## config.mk

```make
export PLATFORM = sky130hd
export DESIGN_NAME = mscl_loader
export DESIGN_NICKNAME = d
export VERILOG_FILES = /design/src/verilog/mscl_sync.v /design/src/verilog/mscl_clkdiv.v /design/src/verilog/mscl_loader.v
export VERILOG_INCLUDE_DIRS = /design/src /design/src/verilog
export SDC_FILE = /design/constraint.sdc
export NUM_CORES = 1
export LEC_CHECK = 0
export BUFFER_PORTS_ARGS = -buffer_cell sky130_fd_sc_hd__buf_2
export CORE_MARGIN = 2
export CORE_UTILIZATION = 65
export CTS_BUF_LIST = sky130_fd_sc_hd__clkbuf_16
export CTS_CLUSTER_SIZE = 20
export DETAILED_ROUTE_END_ITERATION = 8
export HOLD_SLACK_MARGIN = 0.03
export PLACE_DENSITY = 0.81
export SETUP_SLACK_MARGIN = 0.1
export SYNTH_ARGS = -nofsm -noshare
export SYNTH_HDL_FRONTEND = slang
export SYNTH_SLANG_ARGS = --single-unit
export TNS_END_PERCENT = 30
```

## constraint.sdc

```tcl
create_clock -name clk_sys_in -period 11.13 [get_ports clk_sys_in]
set_input_delay 0.5565 -clock clk_sys_in [delete_from_list [all_inputs] [get_ports clk_sys_in]]
set_output_delay 0.5565 -clock clk_sys_in [all_outputs]
set_load 0.05 [all_outputs]
```

## src/verilog/mscl_regs.vh

```
`ifndef MSCL_REGS_VH
`define MSCL_REGS_VH
// Register offsets (byte addresses, one aligned word each)
`define MSCL_OFS_CTRL 8'h00
`define MSCL_OFS_OWN_LEN 8'h04
`define MSCL_OFS_CHAIN_LEN 8'h08
`define MSCL_OFS_STATUS 8'h0C
`define MSCL_OFS_INT_STAT 8'h10
`define MSCL_OFS_INT_MASK 8'h14
`define MSCL_OFS_LAST_WORD 8'h18
// Control fields
`define MSCL_CTRL_CRC_EN 0
// Interrupt status / mask fields
`define MSCL_INT_DONE 0
`define MSCL_INT_CRC_ERR 1
`define MSCL_INT_MODE_ERR 2
`define MSCL_INT_PROG 3
`define MSCL_INT_WORD 4
`define MSCL_INT_W 5
// Status fields
`define MSCL_ST_STATE_LSB 0
`define MSCL_ST_MODE_LSB 4
`define MSCL_ST_PUD 7
`define MSCL_ST_RATE_LSB 8
// Reset values
`define MSCL_RST_CTRL 32'h0000_0001
`define MSCL_RST_OWN_LEN 32'h0000_0200
`define MSCL_RST_CHAIN_LEN 32'h0000_0000
`define MSCL_RST_INT_MASK 5'h00
// Timing
`define MSCL_SYS_PERIOD_NS 40
`define MSCL_PROG_MIN_NS 500
`define MSCL_CLEAR_CYCLES 64
// Configuration clock half periods in system cycles, slowest first
`define MSCL_HALF_SLOW 8'h10
`define MSCL_HALF_MID 8'h08
`define MSCL_HALF_FAST 8'h04
// CRC over the bitstream
`define MSCL_CRC_POLY 16'h1021
`define MSCL_CRC_INIT 16'hFFFF
`endif

```

## src/verilog/mscl_sync.v

```verilog
`timescale 1ns/1ps
// Two-stage synchroniser for pins coming from outside the clock domain
module mscl_sync #(
   parameter WIDTH = 1,
   parameter [WIDTH-1:0] INIT = {WIDTH{1'b0}}
) (
   input wire clk_sys_in, // System clock
   input wire rst_b_in, // Asynchronous reset, active low
   input wire [WIDTH-1:0] async_in, // Raw pin levels
   output wire [WIDTH-1:0] sync_out // Synchronised levels
);
   reg [WIDTH-1:0] meta_r; // First stage, read only by second stage
   reg [WIDTH-1:0] sync_r; // Second stage

   ////////////////////////////////////////////////////////////////////////
   // Two flops; reset constants only
   always @(posedge clk_sys_in or negedge rst_b_in) begin
      if (!rst_b_in) begin
         meta_r <= INIT;
         sync_r <= INIT;
      end else begin
         meta_r <= async_in;
         sync_r <= meta_r;
      end
   end

   assign sync_out = sync_r;
endmodule // mscl_sync

```

## src/verilog/mscl_clkdiv.v

```verilog
`timescale 1ns/1ps
// Configuration clock generator, stands in for the internal oscillator
module mscl_clkdiv (
   input wire clk_sys_in, // System clock
   input wire rst_b_in, // Asynchronous reset, active low
   input wire run_in, // Clock toggles while high; parks low while low
   input wire [7:0] half_in, // Half period in system cycles
   output reg gclk_out, // Divided clock level
   output reg rise_out, // One-cycle pulse on rising edge
   output reg fall_out // One-cycle pulse on falling edge
);
   reg [7:0] cnt_r; // Cycles elapsed in current half period

   ////////////////////////////////////////////////////////////////////////
   // Divider; a new half period length takes effect at once, within the current half period
   always @(posedge clk_sys_in or negedge rst_b_in) begin
      if (!rst_b_in) begin
         cnt_r <= 8'h00;
         gclk_out <= 1'b0;
         rise_out <= 1'b0;
         fall_out <= 1'b0;
      end else if (!run_in) begin
         // Parked low so the memory sees no stray edge
         cnt_r <= 8'h00;
         rise_out <= 1'b0;
         fall_out <= 1'b0;
         if (gclk_out) begin
            gclk_out <= 1'b0;
            fall_out <= 1'b1;
         end
      end else if (cnt_r >= half_in - 8'h01) begin
         cnt_r <= 8'h00;
         gclk_out <= ~gclk_out;
         rise_out <= ~gclk_out;
         fall_out <= gclk_out;
      end else begin
         cnt_r <= cnt_r + 8'h01;
         rise_out <= 1'b0;
         fall_out <= 1'b0;
      end
   end
endmodule // mscl_clkdiv

```

## src/verilog/mscl_loader.v

```verilog
// Implementation choices: the register addresses and the plain strobed port.
`timescale 1ns/1ps
`include "mscl_regs.vh"

// What this block does
// - Mode pins all zero selects master serial
// - Own divider drives configuration clock out
// - Capture one data bit per rising edge
// - Release mode and pull-up pins after done
// - Pull-up select low enables pull-ups until done
// - Actively drive serial output during configuration
// - Init low while clearing, release, sample mode
// - CRC error drives init low
// - Done low until successful finish
// - Program pulse of 500 ns restarts load
// - Forward chain data on falling clock edge
// - Start slowest; speed up if bitstream asks
module mscl_loader #(
   parameter CLEAR_CYCLES = `MSCL_CLEAR_CYCLES // Memory clearing duration
) (
   input wire clk_sys_in, // System clock, 25 MHz
   input wire rst_b_in, // Power-on reset, active low
   input wire [7:0] reg_addr_in, // Register byte address
   input wire [31:0] reg_wdata_in, // Register write data
   input wire reg_wr_in, // Write strobe
   input wire reg_rd_in, // Read strobe
   output reg [31:0] reg_rdata_out, // Read data, cycle after strobe
   output wire irq_out, // Level interrupt
   input wire [2:0] mode_select_in, // Boot-mode select pins
   input wire pullup_disable_select_in, // Pull-up disable select pin
   input wire program_request_n_in, // Program request, active low
   input wire init_n_in, // Init indicator pin level
   output wire init_n_out, // Init indicator drive value (always 0)
   output wire init_n_oe_out, // Init indicator pulled low while high
   input wire done_in, // Completion indicator pin level
   output wire done_out, // Completion drive value (always 0)
   output wire done_oe_out, // Completion pulled low while high
   output wire config_clock_out, // Configuration clock to memory
   input wire serial_data_in, // Serial configuration data from memory
   output reg serial_data_out, // Serial data to next chained device
   output wire serial_data_oe_out, // Serial output enable
   output wire user_pins_release_out, // Mode/pull-up pins become user I/O
   output wire pullup_enable_out, // User pin pull-ups active
   output reg [31:0] config_word_out, // Assembled configuration word
   output reg config_word_valid_out // One-cycle pulse per word
);
   ////////////////////////////////////////////////////////////////////////
   // Constants
   localparam integer PROG_CYC =
      (`MSCL_PROG_MIN_NS + `MSCL_SYS_PERIOD_NS - 1) / `MSCL_SYS_PERIOD_NS;
   localparam [3:0] ST_PROG = 4'h0; // Program request held low
   localparam [3:0] ST_CLEAR = 4'h1; // Clearing memory, init low
   localparam [3:0] ST_WAIT_INIT = 4'h2; // Init released, wait for pin
   localparam [3:0] ST_LOAD = 4'h3; // Shifting own bitstream
   localparam [3:0] ST_FORWARD = 4'h4; // Passing data down the chain
   localparam [3:0] ST_CHECK = 4'h5; // CRC compare
   localparam [3:0] ST_DONE = 4'h6; // Configured
   localparam [3:0] ST_CRC_ERR = 4'h7; // CRC failure, init driven low
   localparam [3:0] ST_OTHER_MODE = 4'h8; // Not master serial, idle

   ////////////////////////////////////////////////////////////////////////
   // Functions
   // One CRC step per serial bit
   function [15:0] crc_step;
      input [15:0] crc;
      input bit_in;
      begin
         crc_step = {crc[14:0], 1'b0} ^ ((crc[15] ^ bit_in) ? `MSCL_CRC_POLY : 16'h0000);
      end
   endfunction

   // Rate option to half period; unknown options fall to the fastest
   function [7:0] rate_half;
      input [2:0] opt;
      begin
         case (opt)
            3'h0: rate_half = `MSCL_HALF_SLOW;
            3'h1: rate_half = `MSCL_HALF_MID;
            default: rate_half = `MSCL_HALF_FAST;
         endcase
      end
   endfunction

   ////////////////////////////////////////////////////////////////////////
   // Declarations
   wire [2:0] mode_s; // Synchronised mode pins
   wire pud_s; // Synchronised pull-up select
   wire prog_n_s; // Synchronised program request
   wire init_s; // Synchronised init pin
   wire done_s; // Synchronised done pin
   wire data_s; // Synchronised serial data
   wire gclk_rise; // Rising edge event of the generated clock
   wire gclk_fall; // Falling edge event
   wire clk_run; // Divider enable
   reg [3:0] state_r; // Main state
   reg [7:0] prog_cnt_r; // Program-low width, saturating
   reg [15:0] clr_cnt_r; // Clearing timer
   reg [31:0] bit_cnt_r; // Bits taken in current phase
   reg [31:0] shift_r; // Word assembly
   reg [4:0] word_bits_r; // Bits in current word
   reg first_word_r; // First word not yet complete
   reg [15:0] crc_r; // Running CRC
   reg [15:0] crc_rx_r; // CRC carried in the bitstream
   reg [2:0] rate_r; // Selected clock rate option
   reg [2:0] mode_cap_r; // Mode pins captured at init release
   reg pud_cap_r; // Pull-up select captured at init release
   reg last_bit_r; // Most recent bit for forwarding
   reg [31:0] ctrl_r; // Control register
   reg [31:0] own_len_r; // Own bitstream length in bits
   reg [31:0] chain_len_r; // Bits to forward down the chain
   reg [`MSCL_INT_W-1:0] int_stat_r; // Sticky events
   reg [`MSCL_INT_W-1:0] int_mask_r; // Event mask
   reg [`MSCL_INT_W-1:0] int_set; // Events this cycle
   wire crc_en; // CRC check enabled
   wire prog_valid; // Program pulse long enough
   wire [31:0] own_body; // Own bits excluding trailing CRC

   ////////////////////////////////////////////////////////////////////////
   // Pin synchronisers
   mscl_sync #(.WIDTH(8), .INIT(8'h9C)) u_sync (
      .clk_sys_in(clk_sys_in),
      .rst_b_in(rst_b_in),
      .async_in({program_request_n_in, init_n_in, done_in, pullup_disable_select_in,
                 serial_data_in, mode_select_in}),
      .sync_out({prog_n_s, init_s, done_s, pud_s, data_s, mode_s})
   );

   // Clock runs only while shifting, never before sampling
   assign clk_run = (state_r == ST_LOAD) || (state_r == ST_FORWARD);

   mscl_clkdiv u_clkdiv (
      .clk_sys_in(clk_sys_in),
      .rst_b_in(rst_b_in),
      .run_in(clk_run),
      .half_in(rate_half(rate_r)),
      .gclk_out(config_clock_out),
      .rise_out(gclk_rise),
      .fall_out(gclk_fall)
   );

   ////////////////////////////////////////////////////////////////////////
   // Pin outputs
   assign crc_en = ctrl_r[`MSCL_CTRL_CRC_EN];
   assign own_body = own_len_r - 32'd16;
   assign prog_valid = (prog_cnt_r >= PROG_CYC[7:0]);
   assign init_n_out = 1'b0;
   assign done_out = 1'b0;
   // Init low while clearing (resets memory counter) and on CRC failure
   assign init_n_oe_out = (state_r == ST_CLEAR) || (state_r == ST_PROG)
      || (state_r == ST_CRC_ERR);
   // Done low, memory enabled, until a good load ends
   assign done_oe_out = (state_r != ST_DONE);
   assign serial_data_oe_out = (state_r != ST_DONE)
      && (state_r != ST_OTHER_MODE);
   assign user_pins_release_out = (state_r == ST_DONE) && done_s;
   assign pullup_enable_out = (state_r != ST_DONE) && !pud_s;
   assign irq_out = |(int_stat_r & int_mask_r);

   ////////////////////////////////////////////////////////////////////////
   // Program request width; the memory's reload output shares this pin
   always @(posedge clk_sys_in or negedge rst_b_in) begin
      if (!rst_b_in) begin
         prog_cnt_r <= 8'h00;
      end else if (!prog_n_s) begin
         if (!prog_valid) begin
            prog_cnt_r <= prog_cnt_r + 8'h01;
         end
      end else begin
         prog_cnt_r <= 8'h00;
      end
   end

   ////////////////////////////////////////////////////////////////////////
   // Main sequencer
   always @(posedge clk_sys_in or negedge rst_b_in) begin
      if (!rst_b_in) begin
         state_r <= ST_CLEAR;
         clr_cnt_r <= 16'h0000;
         bit_cnt_r <= 32'h0000_0000;
         shift_r <= 32'h0000_0000;
         word_bits_r <= 5'h00;
         first_word_r <= 1'b1;
         crc_r <= `MSCL_CRC_INIT;
         crc_rx_r <= 16'h0000;
         rate_r <= 3'h0;
         mode_cap_r <= 3'h0;
         pud_cap_r <= 1'b0;
         last_bit_r <= 1'b0;
         serial_data_out <= 1'b0;
         config_word_out <= 32'h0000_0000;
         config_word_valid_out <= 1'b0;
      end else begin
         config_word_valid_out <= 1'b0;
         if (prog_valid && prog_n_s) begin
            // Valid pulse ended: clear again, indicators reset
            state_r <= ST_CLEAR;
            clr_cnt_r <= 16'h0000;
         end else if (!prog_n_s && prog_valid) begin
            state_r <= ST_PROG;
         end else begin
            case (state_r)
               ST_PROG: begin
                  // Request high again: back to clearing; the valid-pulse branch above takes this first
                  if (prog_n_s) begin
                     state_r <= ST_CLEAR;
                  end
               end
               ST_CLEAR: begin
                  // Clearing only advances while the request is high
                  if (prog_n_s) begin
                     if (clr_cnt_r >= CLEAR_CYCLES - 1) begin
                        state_r <= ST_WAIT_INIT;
                     end else begin
                        clr_cnt_r <= clr_cnt_r + 16'h0001;
                     end
                  end
                  bit_cnt_r <= 32'h0000_0000;
                  word_bits_r <= 5'h00;
                  first_word_r <= 1'b1;
                  crc_r <= `MSCL_CRC_INIT;
                  rate_r <= 3'h0;
               end
               ST_WAIT_INIT: begin
                  // Memory may hold init low until its own reset is done
                  if (init_s) begin
                     mode_cap_r <= mode_s;
                     pud_cap_r <= pud_s;
                     if (mode_s == 3'h0) begin
                        state_r <= ST_LOAD;
                     end else begin
                        state_r <= ST_OTHER_MODE;
                     end
                  end
               end
               ST_LOAD: begin
                  if (gclk_rise) begin
                     // Memory presents one bit per clock
                     last_bit_r <= data_s;
                     shift_r <= {shift_r[30:0], data_s};
                     bit_cnt_r <= bit_cnt_r + 32'd1;
                     if (bit_cnt_r < own_body) begin
                        crc_r <= crc_step(crc_r, data_s);
                     end else begin
                        crc_rx_r <= {crc_rx_r[14:0], data_s};
                     end
                     word_bits_r <= word_bits_r + 5'h01;
                     if (word_bits_r == 5'h1F) begin
                        config_word_out <= {shift_r[30:0], data_s};
                        config_word_valid_out <= 1'b1;
                        first_word_r <= 1'b0;
                        // First word may raise the clock rate
                        if (first_word_r) begin
                           rate_r <= {shift_r[1:0], data_s};
                        end
                     end
                     if (bit_cnt_r >= own_len_r - 32'd1) begin
                        bit_cnt_r <= 32'h0000_0000;
                        if (chain_len_r != 32'h0000_0000) begin
                           state_r <= ST_FORWARD;
                        end else begin
                           state_r <= ST_CHECK;
                        end
                     end
                  end
               end
               ST_FORWARD: begin
                  // Pass data on falling edges after own load
                  // Own last bit is not forwarded: wait for a chain bit
                  if (gclk_fall && (bit_cnt_r != 32'h0000_0000)) begin
                     serial_data_out <= last_bit_r;
                  end
                  if (gclk_rise) begin
                     last_bit_r <= data_s;
                     bit_cnt_r <= bit_cnt_r + 32'd1;
                     if (bit_cnt_r >= chain_len_r) begin
                        state_r <= ST_CHECK;
                     end
                  end
               end
               ST_CHECK: begin
                  if (crc_en && (crc_rx_r != crc_r)) begin
                     state_r <= ST_CRC_ERR;
                  end else begin
                     state_r <= ST_DONE;
                  end
               end
               ST_DONE: state_r <= ST_DONE;
               ST_CRC_ERR: state_r <= ST_CRC_ERR;
               ST_OTHER_MODE: state_r <= ST_OTHER_MODE;
               default: state_r <= ST_CLEAR;
            endcase
         end
      end
   end

   ////////////////////////////////////////////////////////////////////////
   // Event collection
   always @* begin
      int_set = {`MSCL_INT_W{1'b0}};
      int_set[`MSCL_INT_DONE] = (state_r == ST_CHECK) && !(crc_en && (crc_rx_r != crc_r));
      int_set[`MSCL_INT_CRC_ERR] = (state_r == ST_CHECK) && crc_en && (crc_rx_r != crc_r);
      int_set[`MSCL_INT_MODE_ERR] = (state_r == ST_WAIT_INIT) && init_s && (mode_s != 3'h0);
      int_set[`MSCL_INT_PROG] = prog_valid && prog_n_s;
      int_set[`MSCL_INT_WORD] = config_word_valid_out;
   end

   ////////////////////////////////////////////////////////////////////////
   // Register writes; a new event wins over a write-one clear
   always @(posedge clk_sys_in or negedge rst_b_in) begin
      if (!rst_b_in) begin
         ctrl_r <= `MSCL_RST_CTRL;
         own_len_r <= `MSCL_RST_OWN_LEN;
         chain_len_r <= `MSCL_RST_CHAIN_LEN;
         int_stat_r <= {`MSCL_INT_W{1'b0}};
         int_mask_r <= `MSCL_RST_INT_MASK;
      end else begin
         if (reg_wr_in && reg_addr_in == `MSCL_OFS_INT_STAT) begin
            int_stat_r <= (int_stat_r & ~reg_wdata_in[`MSCL_INT_W-1:0]) | int_set;
         end else begin
            int_stat_r <= int_stat_r | int_set;
         end
         if (reg_wr_in) begin
            case (reg_addr_in)
               `MSCL_OFS_CTRL: ctrl_r <= reg_wdata_in;
               `MSCL_OFS_OWN_LEN: own_len_r <= reg_wdata_in;
               `MSCL_OFS_CHAIN_LEN: chain_len_r <= reg_wdata_in;
               `MSCL_OFS_INT_MASK: int_mask_r <= reg_wdata_in[`MSCL_INT_W-1:0];
               default: ctrl_r <= ctrl_r;
            endcase
         end
      end
   end

   ////////////////////////////////////////////////////////////////////////
   // Register reads, one cycle after the strobe; unmapped reads zero
   always @(posedge clk_sys_in or negedge rst_b_in) begin
      if (!rst_b_in) begin
         reg_rdata_out <= 32'h0000_0000;
      end else if (reg_rd_in) begin
         case (reg_addr_in)
            `MSCL_OFS_CTRL: reg_rdata_out <= {31'h0, ctrl_r[`MSCL_CTRL_CRC_EN]};
            `MSCL_OFS_OWN_LEN: reg_rdata_out <= own_len_r;
            `MSCL_OFS_CHAIN_LEN: reg_rdata_out <= chain_len_r;
            `MSCL_OFS_STATUS: reg_rdata_out <= {21'h0, rate_r, pud_cap_r, mode_cap_r, state_r};
            `MSCL_OFS_INT_STAT: reg_rdata_out <= {27'h0, int_stat_r};
            `MSCL_OFS_INT_MASK: reg_rdata_out <= {27'h0, int_mask_r};
            `MSCL_OFS_LAST_WORD: reg_rdata_out <= config_word_out;
            default: reg_rdata_out <= 32'h0000_0000;
         endcase
      end else begin
         reg_rdata_out <= 32'h0000_0000;
      end
   end
endmodule // mscl_loader

```

==> results of run 1 <==
## worst max path at each step
stage	endpoint	depth (start not counted)	slack (ns)	startpoint
floorplan	crc_rx_r[10]$_DFFE_PN0P_	16	7.06	own_len_r[11]$_DFFE_PN0P_
global placement	bit_cnt_r[21]$_DFFE_PN0P_	14	6.29	own_len_r[7]$_DFFE_PN0P_
detailed placement	bit_cnt_r[17]$_DFFE_PN0P_	14	6.18	own_len_r[7]$_DFFE_PN0P_
CTS	bit_cnt_r[12]$_DFFE_PN0P_	14	6.10	own_len_r[7]$_DFFE_PN0P_
global route	bit_cnt_r[12]$_DFFE_PN0P_	14	5.61	own_len_r[7]$_DFFE_PN0P_
finish	bit_cnt_r[12]$_DFFE_PN0P_	14	6.04	own_len_r[7]$_DFFE_PN0P_
## routing by layer
metal | up-vias | GRT usage | share of wire
li1 | 5726 | - | -
met1 | 6312 | 0.471 | 0.42
met2 | 507 | 0.535 | 0.47
met3 | 119 | 0.0554 | 0.074
met4 | 0 | 0.131 | 0.042
met5 | - | 0 | 0
## critical path, stage by stage, from the launching register on
cell and delay (ns):
dfrtp_1 0.47, or3_1 0.47, nor2_1 0.35, nand2_1 0.15
nor3_1 0.47, nand2_1 0.18, nor2_1 0.15, xnor2_1 0.08
ha_1 0.28, nand4_1 0.12, nor4_1 0.29, o21ai_1 0.14
a21oi_1 0.83, and2_1 0.76, nor2_1 0.17
## placed cells by master, fill, tap and decap left out, types with 42 or more instances in the layout
cell       n
xor2_1    42
nand2_1  190
dfrtp_1  277
ha_1     111
buf_2    123
a21oi_1   42
inv_1     53
xnor2_1   71
nor2_1   120
mux2_2   125
## power by group
group,switching [mW],internal (mW)
combinational,0.397,0.241
sequential,0.0932,1.17
clock,0.452,0.669
## cells by family after synthesis
family | after synthesis
xor+xnor | 113
fa+ha+maj | 111
other cells | 2
simple gates | 559
compound gates | 196
flops | 305
buf+inv | 129
mux | 146
## area by class of cell
cell class	instances	area, um^2	share of cell area
tap	330	413	0.0225
multi-input combinational	1130	8300	0.451
timing repair buffer	137	731	0.0397
antenna	1	2.50	0.000136
clock buffer	31	776	0.0422
inverter	49	184	0.0100
sequential	305	7670	0.417
clock inverter	26	317	0.0172
## state kept, by name, indices dropped and copies added (netlist names), 16 cells and up
name and cells:
reg_rdata_out 32, chain_len_r 32, config_word_out 32, crc_rx_r 16, own_len_r 32, crc_r 16
clr_cnt_r 16, shift_r 31, bit_cnt_r 32
## per-stage QoR
stage                     setup slack, ns  hold slack (ns)  cells  power, mW  area (um^2)
after floorplan                      7.06            0.261   1564       1.72        16500
final                                6.04           0.0807   2009       3.03        18400
after global routing                 5.61           0.0679   2009       3.16        18400
after global placement               6.29            0.337   1950       1.89        17300
after detailed placement             6.18            0.336   1950       1.91        17300
after CTS                            6.10           0.0594   2008       3.03        18400
## what timing repair did
| action | 4_1_cts | 5_1_grt |
|---|---|---|
| endpoints found under the hold margin | 83 | 0 |
| setup endpoints to repair | 0 | 0 |
| hold buffers | 1 | 0 |
==> impl_metrics.tcl, run 1 <==
set metrics [dict create \
    worst_skew_pair.late_latency_ns 0.58 \
    worst_slew_pin_slew_ns 1.02 \
    hold_class "in2reg" \
    min_to "u_sync.meta_r[4]$_DFF_PN1_" \
    core-area_um2 25000 \
    hp-start "pullup_disable_select_in" \
    cp.arrival_ns 5.50 \
    start_util 0.659 \
    synth_compound_area_frac 0.0866 \
    slew_violations 0 \
    postCtsSetupBuffers 0 \
    hold_viol 0 \
    fin_crit_ns 5.09 \
    hold_path_depth 1 \
    final_util 0.734 \
    rsz0062_at_grt "false" \
    wl_mm 44.1 \
    r2r_start "own_len_r[7]$_DFFE_PN0P_" \
    boundaryPins 127 \
    clk_pin_slew_ns 0.06 \
    max-slew-margin-rel 0.317 \
    cap_violations 0 \
    yosys_warnings 0 \
    synth_top_area_cell "dfrtp_1" \
    grt_start_max_net_pins 87 \
    detail-route-antenna-nets 0 \
    irDropWorstVdd_mv 0.170 \
    yosys_most_used_dff "dfrtp_1" \
    port_buffers 124 \
    ys_ff_latch 305 \
    routed_via_density 6.30 \
    synthAdderAreaFrac 0.0842 \
    reg2reg_to "bit_cnt_r[12]$_DFFE_PN0P_" \
    fp-row-count 58 \
    cts_made_buffers 31 \
    clock-root-buffer "clkbuf_16" \
    synth_cell_type_count 81 \
    groute.usage.overall 0.338 \
    post-route-period-util 0.457 \
    r2r_cells 14 \
    post_synth_most_frequent_cells "277 x dfrtp_1, 190 x nand2_1, 125 x mux2_2" \
    grt_pass1_vias 12743 \
    yosysTopAreaCellShare 0.420 \
    ctsResizeCount 0 \
    die_x_um 163 \
    antenna_found_initial 1 \
    drc 0 \
    vias 12664 \
    drive_above_1_share 0.223 \
    fillers 1777 \
    setup_tns_ns 0 \
    crit_type "reg2reg" \
    critPathRequiredTime_ns 11.55 \
    fin_nets 1817 \
    ys_async_sr_fraction 1.00 \
    synthXorXnorAreaFrac 0.0600 \
    crit_path_end_kind "flop" \
    setup_viol 0 \
    dp_hpwl_mm 31.5 \
    synth_edf_count 0 \
    pwr_density_cell_nw_per_um2 165 \
    muxShareOfSynthArea 0.0991 \
    reg2reg_slack_ns 6.04 \
    die_y_um 163 \
    overflow 0 \
    clock.fmax_mhz 197 \
    firstDrtPassIters 9 \
    power.leakage_nw 9.18 \
    synthTopCellsByArea "dfrtp_1 42%, mux2_2 8.5%, ha_1 8.4%" \
    htreeDepth 1 \
    area_growth_pct 11.5 \
    cts_sinks 305 \
    wire_per_inst_um 21.9 \
    drtIter0Drc 1336 \
    synth.most_common_cell "dfrtp_1" \
    synth-simple-area-share 0.171 \
    synth_seq_area_share 0.465 \
    synth_top_family_by_area "simple AND/OR/NAND/NOR gates" \
    die_area_um2 26700 \
    cts_tree "done" \
    syn-cell-area_um2 16500 \
    cts_buffer_depth 3 \
    grt_pass1_wl_mm 69.9 \
    place_congestion 1.01 \
    synth.avg_cell_area_um2 10.6 \
    status "finished, final reports clean" \
    syn_inst 1561 \
    critPathLaunchType "flop" \
    fin_skew_ns 0.0165 \
    worstPathMaxFanout 22 \
]
No activity file was read; power rests on OpenSTA's default activity.
==> run 2: changes to the inputs <==
--- a/config.mk
+++ b/config.mk
@@ -8,12 +8,12 @@
 export LEC_CHECK = 0
 export BUFFER_PORTS_ARGS = -buffer_cell sky130_fd_sc_hd__buf_2
 export CORE_MARGIN = 2
-export CORE_UTILIZATION = 65
+export CORE_UTILIZATION = 55
 export CTS_BUF_LIST = sky130_fd_sc_hd__clkbuf_16
 export CTS_CLUSTER_SIZE = 20
 export DETAILED_ROUTE_END_ITERATION = 8
 export HOLD_SLACK_MARGIN = 0.03
-export PLACE_DENSITY = 0.81
+export PLACE_DENSITY = 0.73
 export SETUP_SLACK_MARGIN = 0.1
 export SYNTH_ARGS = -nofsm -noshare
 export SYNTH_HDL_FRONTEND = slang
==> constraint.sdc (replaced) <==
create_clock -name clk_sys_in -period 4.15 [get_ports clk_sys_in]
set_input_delay 0.2075 -clock clk_sys_in [delete_from_list [all_inputs] [get_ports clk_sys_in]]
set_output_delay 0.2075 -clock clk_sys_in [all_outputs]
set_load 0.05 [all_outputs]
==> run 2 against run 1 <==
Clock skew grew 0.00092 ns. Sequential share of layout area shrank 1.9 points. Hold slack gained 0.042 ns. Combinational power grew to 2.9 times the previous value. Setup slack lost 6.0 ns. Die area grew 18%. Critical path depth grew 2. Global-route usage shrank 5.2 points.
==> impl_metrics.tcl, run 2 (synthesis gave the netlist of run 1 again) <==
set metrics [dict create \
    status "finished, final reports clean" \
    die_y_um 177 \
    diodes 0 \
    power.total_mw 8.06 \
    place_area_um2 17700 \
    clock.fmax_mhz 245 \
    combPwrFrac 0.232 \
    fin_nets 1903 \
    firstDrtPassIters 6 \
    post-route-cell-area_um2 19300 \
    core-area_um2 29600 \
    whs_ns 0.123 \
    grt_pass1_vias 12792 \
    wl_mm 44.6 \
    critPathRequiredTime_ns 4.54 \
    pwr-share-seq 0.418 \
    p_int_mw 5.50 \
    dp_hpwl_mm 32.5 \
    hp-start "reg_wr_in" \
    drive_above_1_share 0.242 \
    setup_tns_ns 0 \
    overflow 0 \
    netSwitchingFraction 0.318 \
    rsz0062_at_grt "true" \
    fin_ws_ns 0.0651 \
    hold_class "in2reg" \
    fin_skew_ns 0.0175 \
    min_to "own_len_r[0]$_DFFE_PN0P_" \
    final_util 0.652 \
    post-route-period-util 0.984 \
    pwr_density_cell_nw_per_um2 419 \
    p_switching_mw 2.56 \
    most-common-layout-cells "277 x dfrtp_1, 189 x nand2_1, 125 x mux2_2" \
    cts_tree "done" \
    groute.usage.overall 0.287 \
    crit_path_end_kind "flop" \
    cap_violations 0 \
    port_buffers 124 \
    worst_slew_pin_slew_ns 1.15 \
    drc 0 \
    clk_pin_slew_ns 0.06 \
    hold_viol 0 \
    cp.arrival_ns 4.47 \
    htreeDepth 2 \
    final_common_cell "dfrtp_1" \
    dp.cells 2048 \
    fp-row-count 63 \
    slew_violations 0 \
    die_area_um2 31400 \
    worstPathMaxFanout 16 \
    drtIter0Drc 1046 \
    place_ws_ns -0.0787 \
    clock-root-buffer "clkbuf_16" \
    worst_skew_pair.late_latency_ns 0.52 \
    r2r_cells 16 \
    start_util 0.558 \
    area_growth_pct 16.7 \
    die_x_um 177 \
    cts_sinks 305 \
    cts_buffer_depth 3 \
    cts_made_buffers 34 \
    routed_via_density 5.94 \
    max-slew-margin-rel 0.224 \
    r2r_start "own_len_r[10]$_DFFE_PN0P_" \
    reg2reg_slack_ns 0.07 \
    critPathLaunch "own_len_r[10]$_DFFE_PN0P_" \
    vias 12810 \
    critPathLaunchType "flop" \
    fin_cells 2155 \
    crit_type "reg2reg" \
    detail-route-antenna-nets 0 \
    hold_path_depth 3 \
    setup_viol 0 \
    boundaryPins 127 \
    antenna_found_initial 1 \
    grt_pass1_wl_mm 69.9 \
    fin_crit_ns 4.08 \
    wire_per_inst_um 20.7 \
    grt_start_max_net_pins 101 \
    pwr-share-clk 0.350 \
    irDropWorstVdd_mv 0.335 \
    reg2reg_to "crc_rx_r[9]$_DFFE_PN0P_" \
    place_congestion 0.929 \
    power.leakage_nw 9.59 \
]
run 2: changes by cell type in the layout (fill, tap and decap cells not counted), moves of 4 or more:
cell,delta
buf_4,+40
bufinv_16,-6
clkbuf_16,+4
dlygate4sd3_1,+40
run 2: worst max-delay path by stage:
| stage | endpoint | slack [ns] | depth (start not counted) |
|---|---|---|---|
| 2_1_floorplan | crc_rx_r[10]$_DFFE_PN0P_ | 0.11 | 16 |
| 3_3_place_gp | crc_r[12]$_DFFE_PN1P_ | 0.0006 | 13 |
| 3_5_place_dp | crc_r[5]$_DFFE_PN1P_ | -0.08 | 14 |
| 4_1_cts | crc_rx_r[9]$_DFFE_PN0P_ | 0.11 | 16 |
| 5_1_grt | crc_rx_r[8]$_DFFE_PN0P_ | -0.07 | 16 |
| 6_report | crc_rx_r[9]$_DFFE_PN0P_ | 0.07 | 16 |
run 2: per-layer routing:
metal | track usage | vias up | part of all wire
met5 | 0 | - | 0.00025
li1 | - | 5905 | -
met3 | 0.0530 | 101 | 0.064
met2 | 0.464 | 376 | 0.47
met4 | 0.100 | 2 | 0.033
met1 | 0.387 | 6426 | 0.43
run 2: final cells by class:
cell class / instances / area, um^2
timing repair buffer: 220 / 1490
clock inverter: 26 / 164
sequential: 305 / 7670
multi-input combinational: 1130 / 8390
clock buffer: 35 / 876
tap: 390 / 488
inverter: 49 / 184
fill: 2324 / 10300
run 2: power groups by stage:
| stage | clock network, mW | registers [mW] | logic [mW] |
|---|---|---|---|
| 2_1_floorplan | 0 | 3.31 | 1.32 |
| 3_3_place_gp | 0 | 3.40 | 1.73 |
| 3_5_place_dp | 0 | 3.41 | 1.77 |
| 4_1_cts | 2.86 | 3.36 | 1.82 |
| 5_1_grt | 2.99 | 3.39 | 2.07 |
| 6_report | 2.82 | 3.37 | 1.87 |
run 2: worst max-delay path, stage by stage (launching register included):
cell      delay, ns
dfrtp_1        0.38
or4_4          0.59
nor4_4         0.34
nand4_4        0.12
nand2b_4       0.20
nor3_4         0.12
xnor2_1        0.09
ha_1           0.35
nand4_1        0.16
buf_4          0.18
nor4_2         0.25
buf_4          0.17
nand3_1        0.11
o211ai_4       0.34
o21ai_4        0.11
buf_12         0.17
mux2_2         0.28
run 2: timing repair:
action                     in CTS  in global routing
pin swaps                       1                  9
hold buffers                   41                  0
hold endpoints to repair      173                  0
setup endpoints to repair      53                 61
buffers inserted                1                  4
resized for setup               6                 11
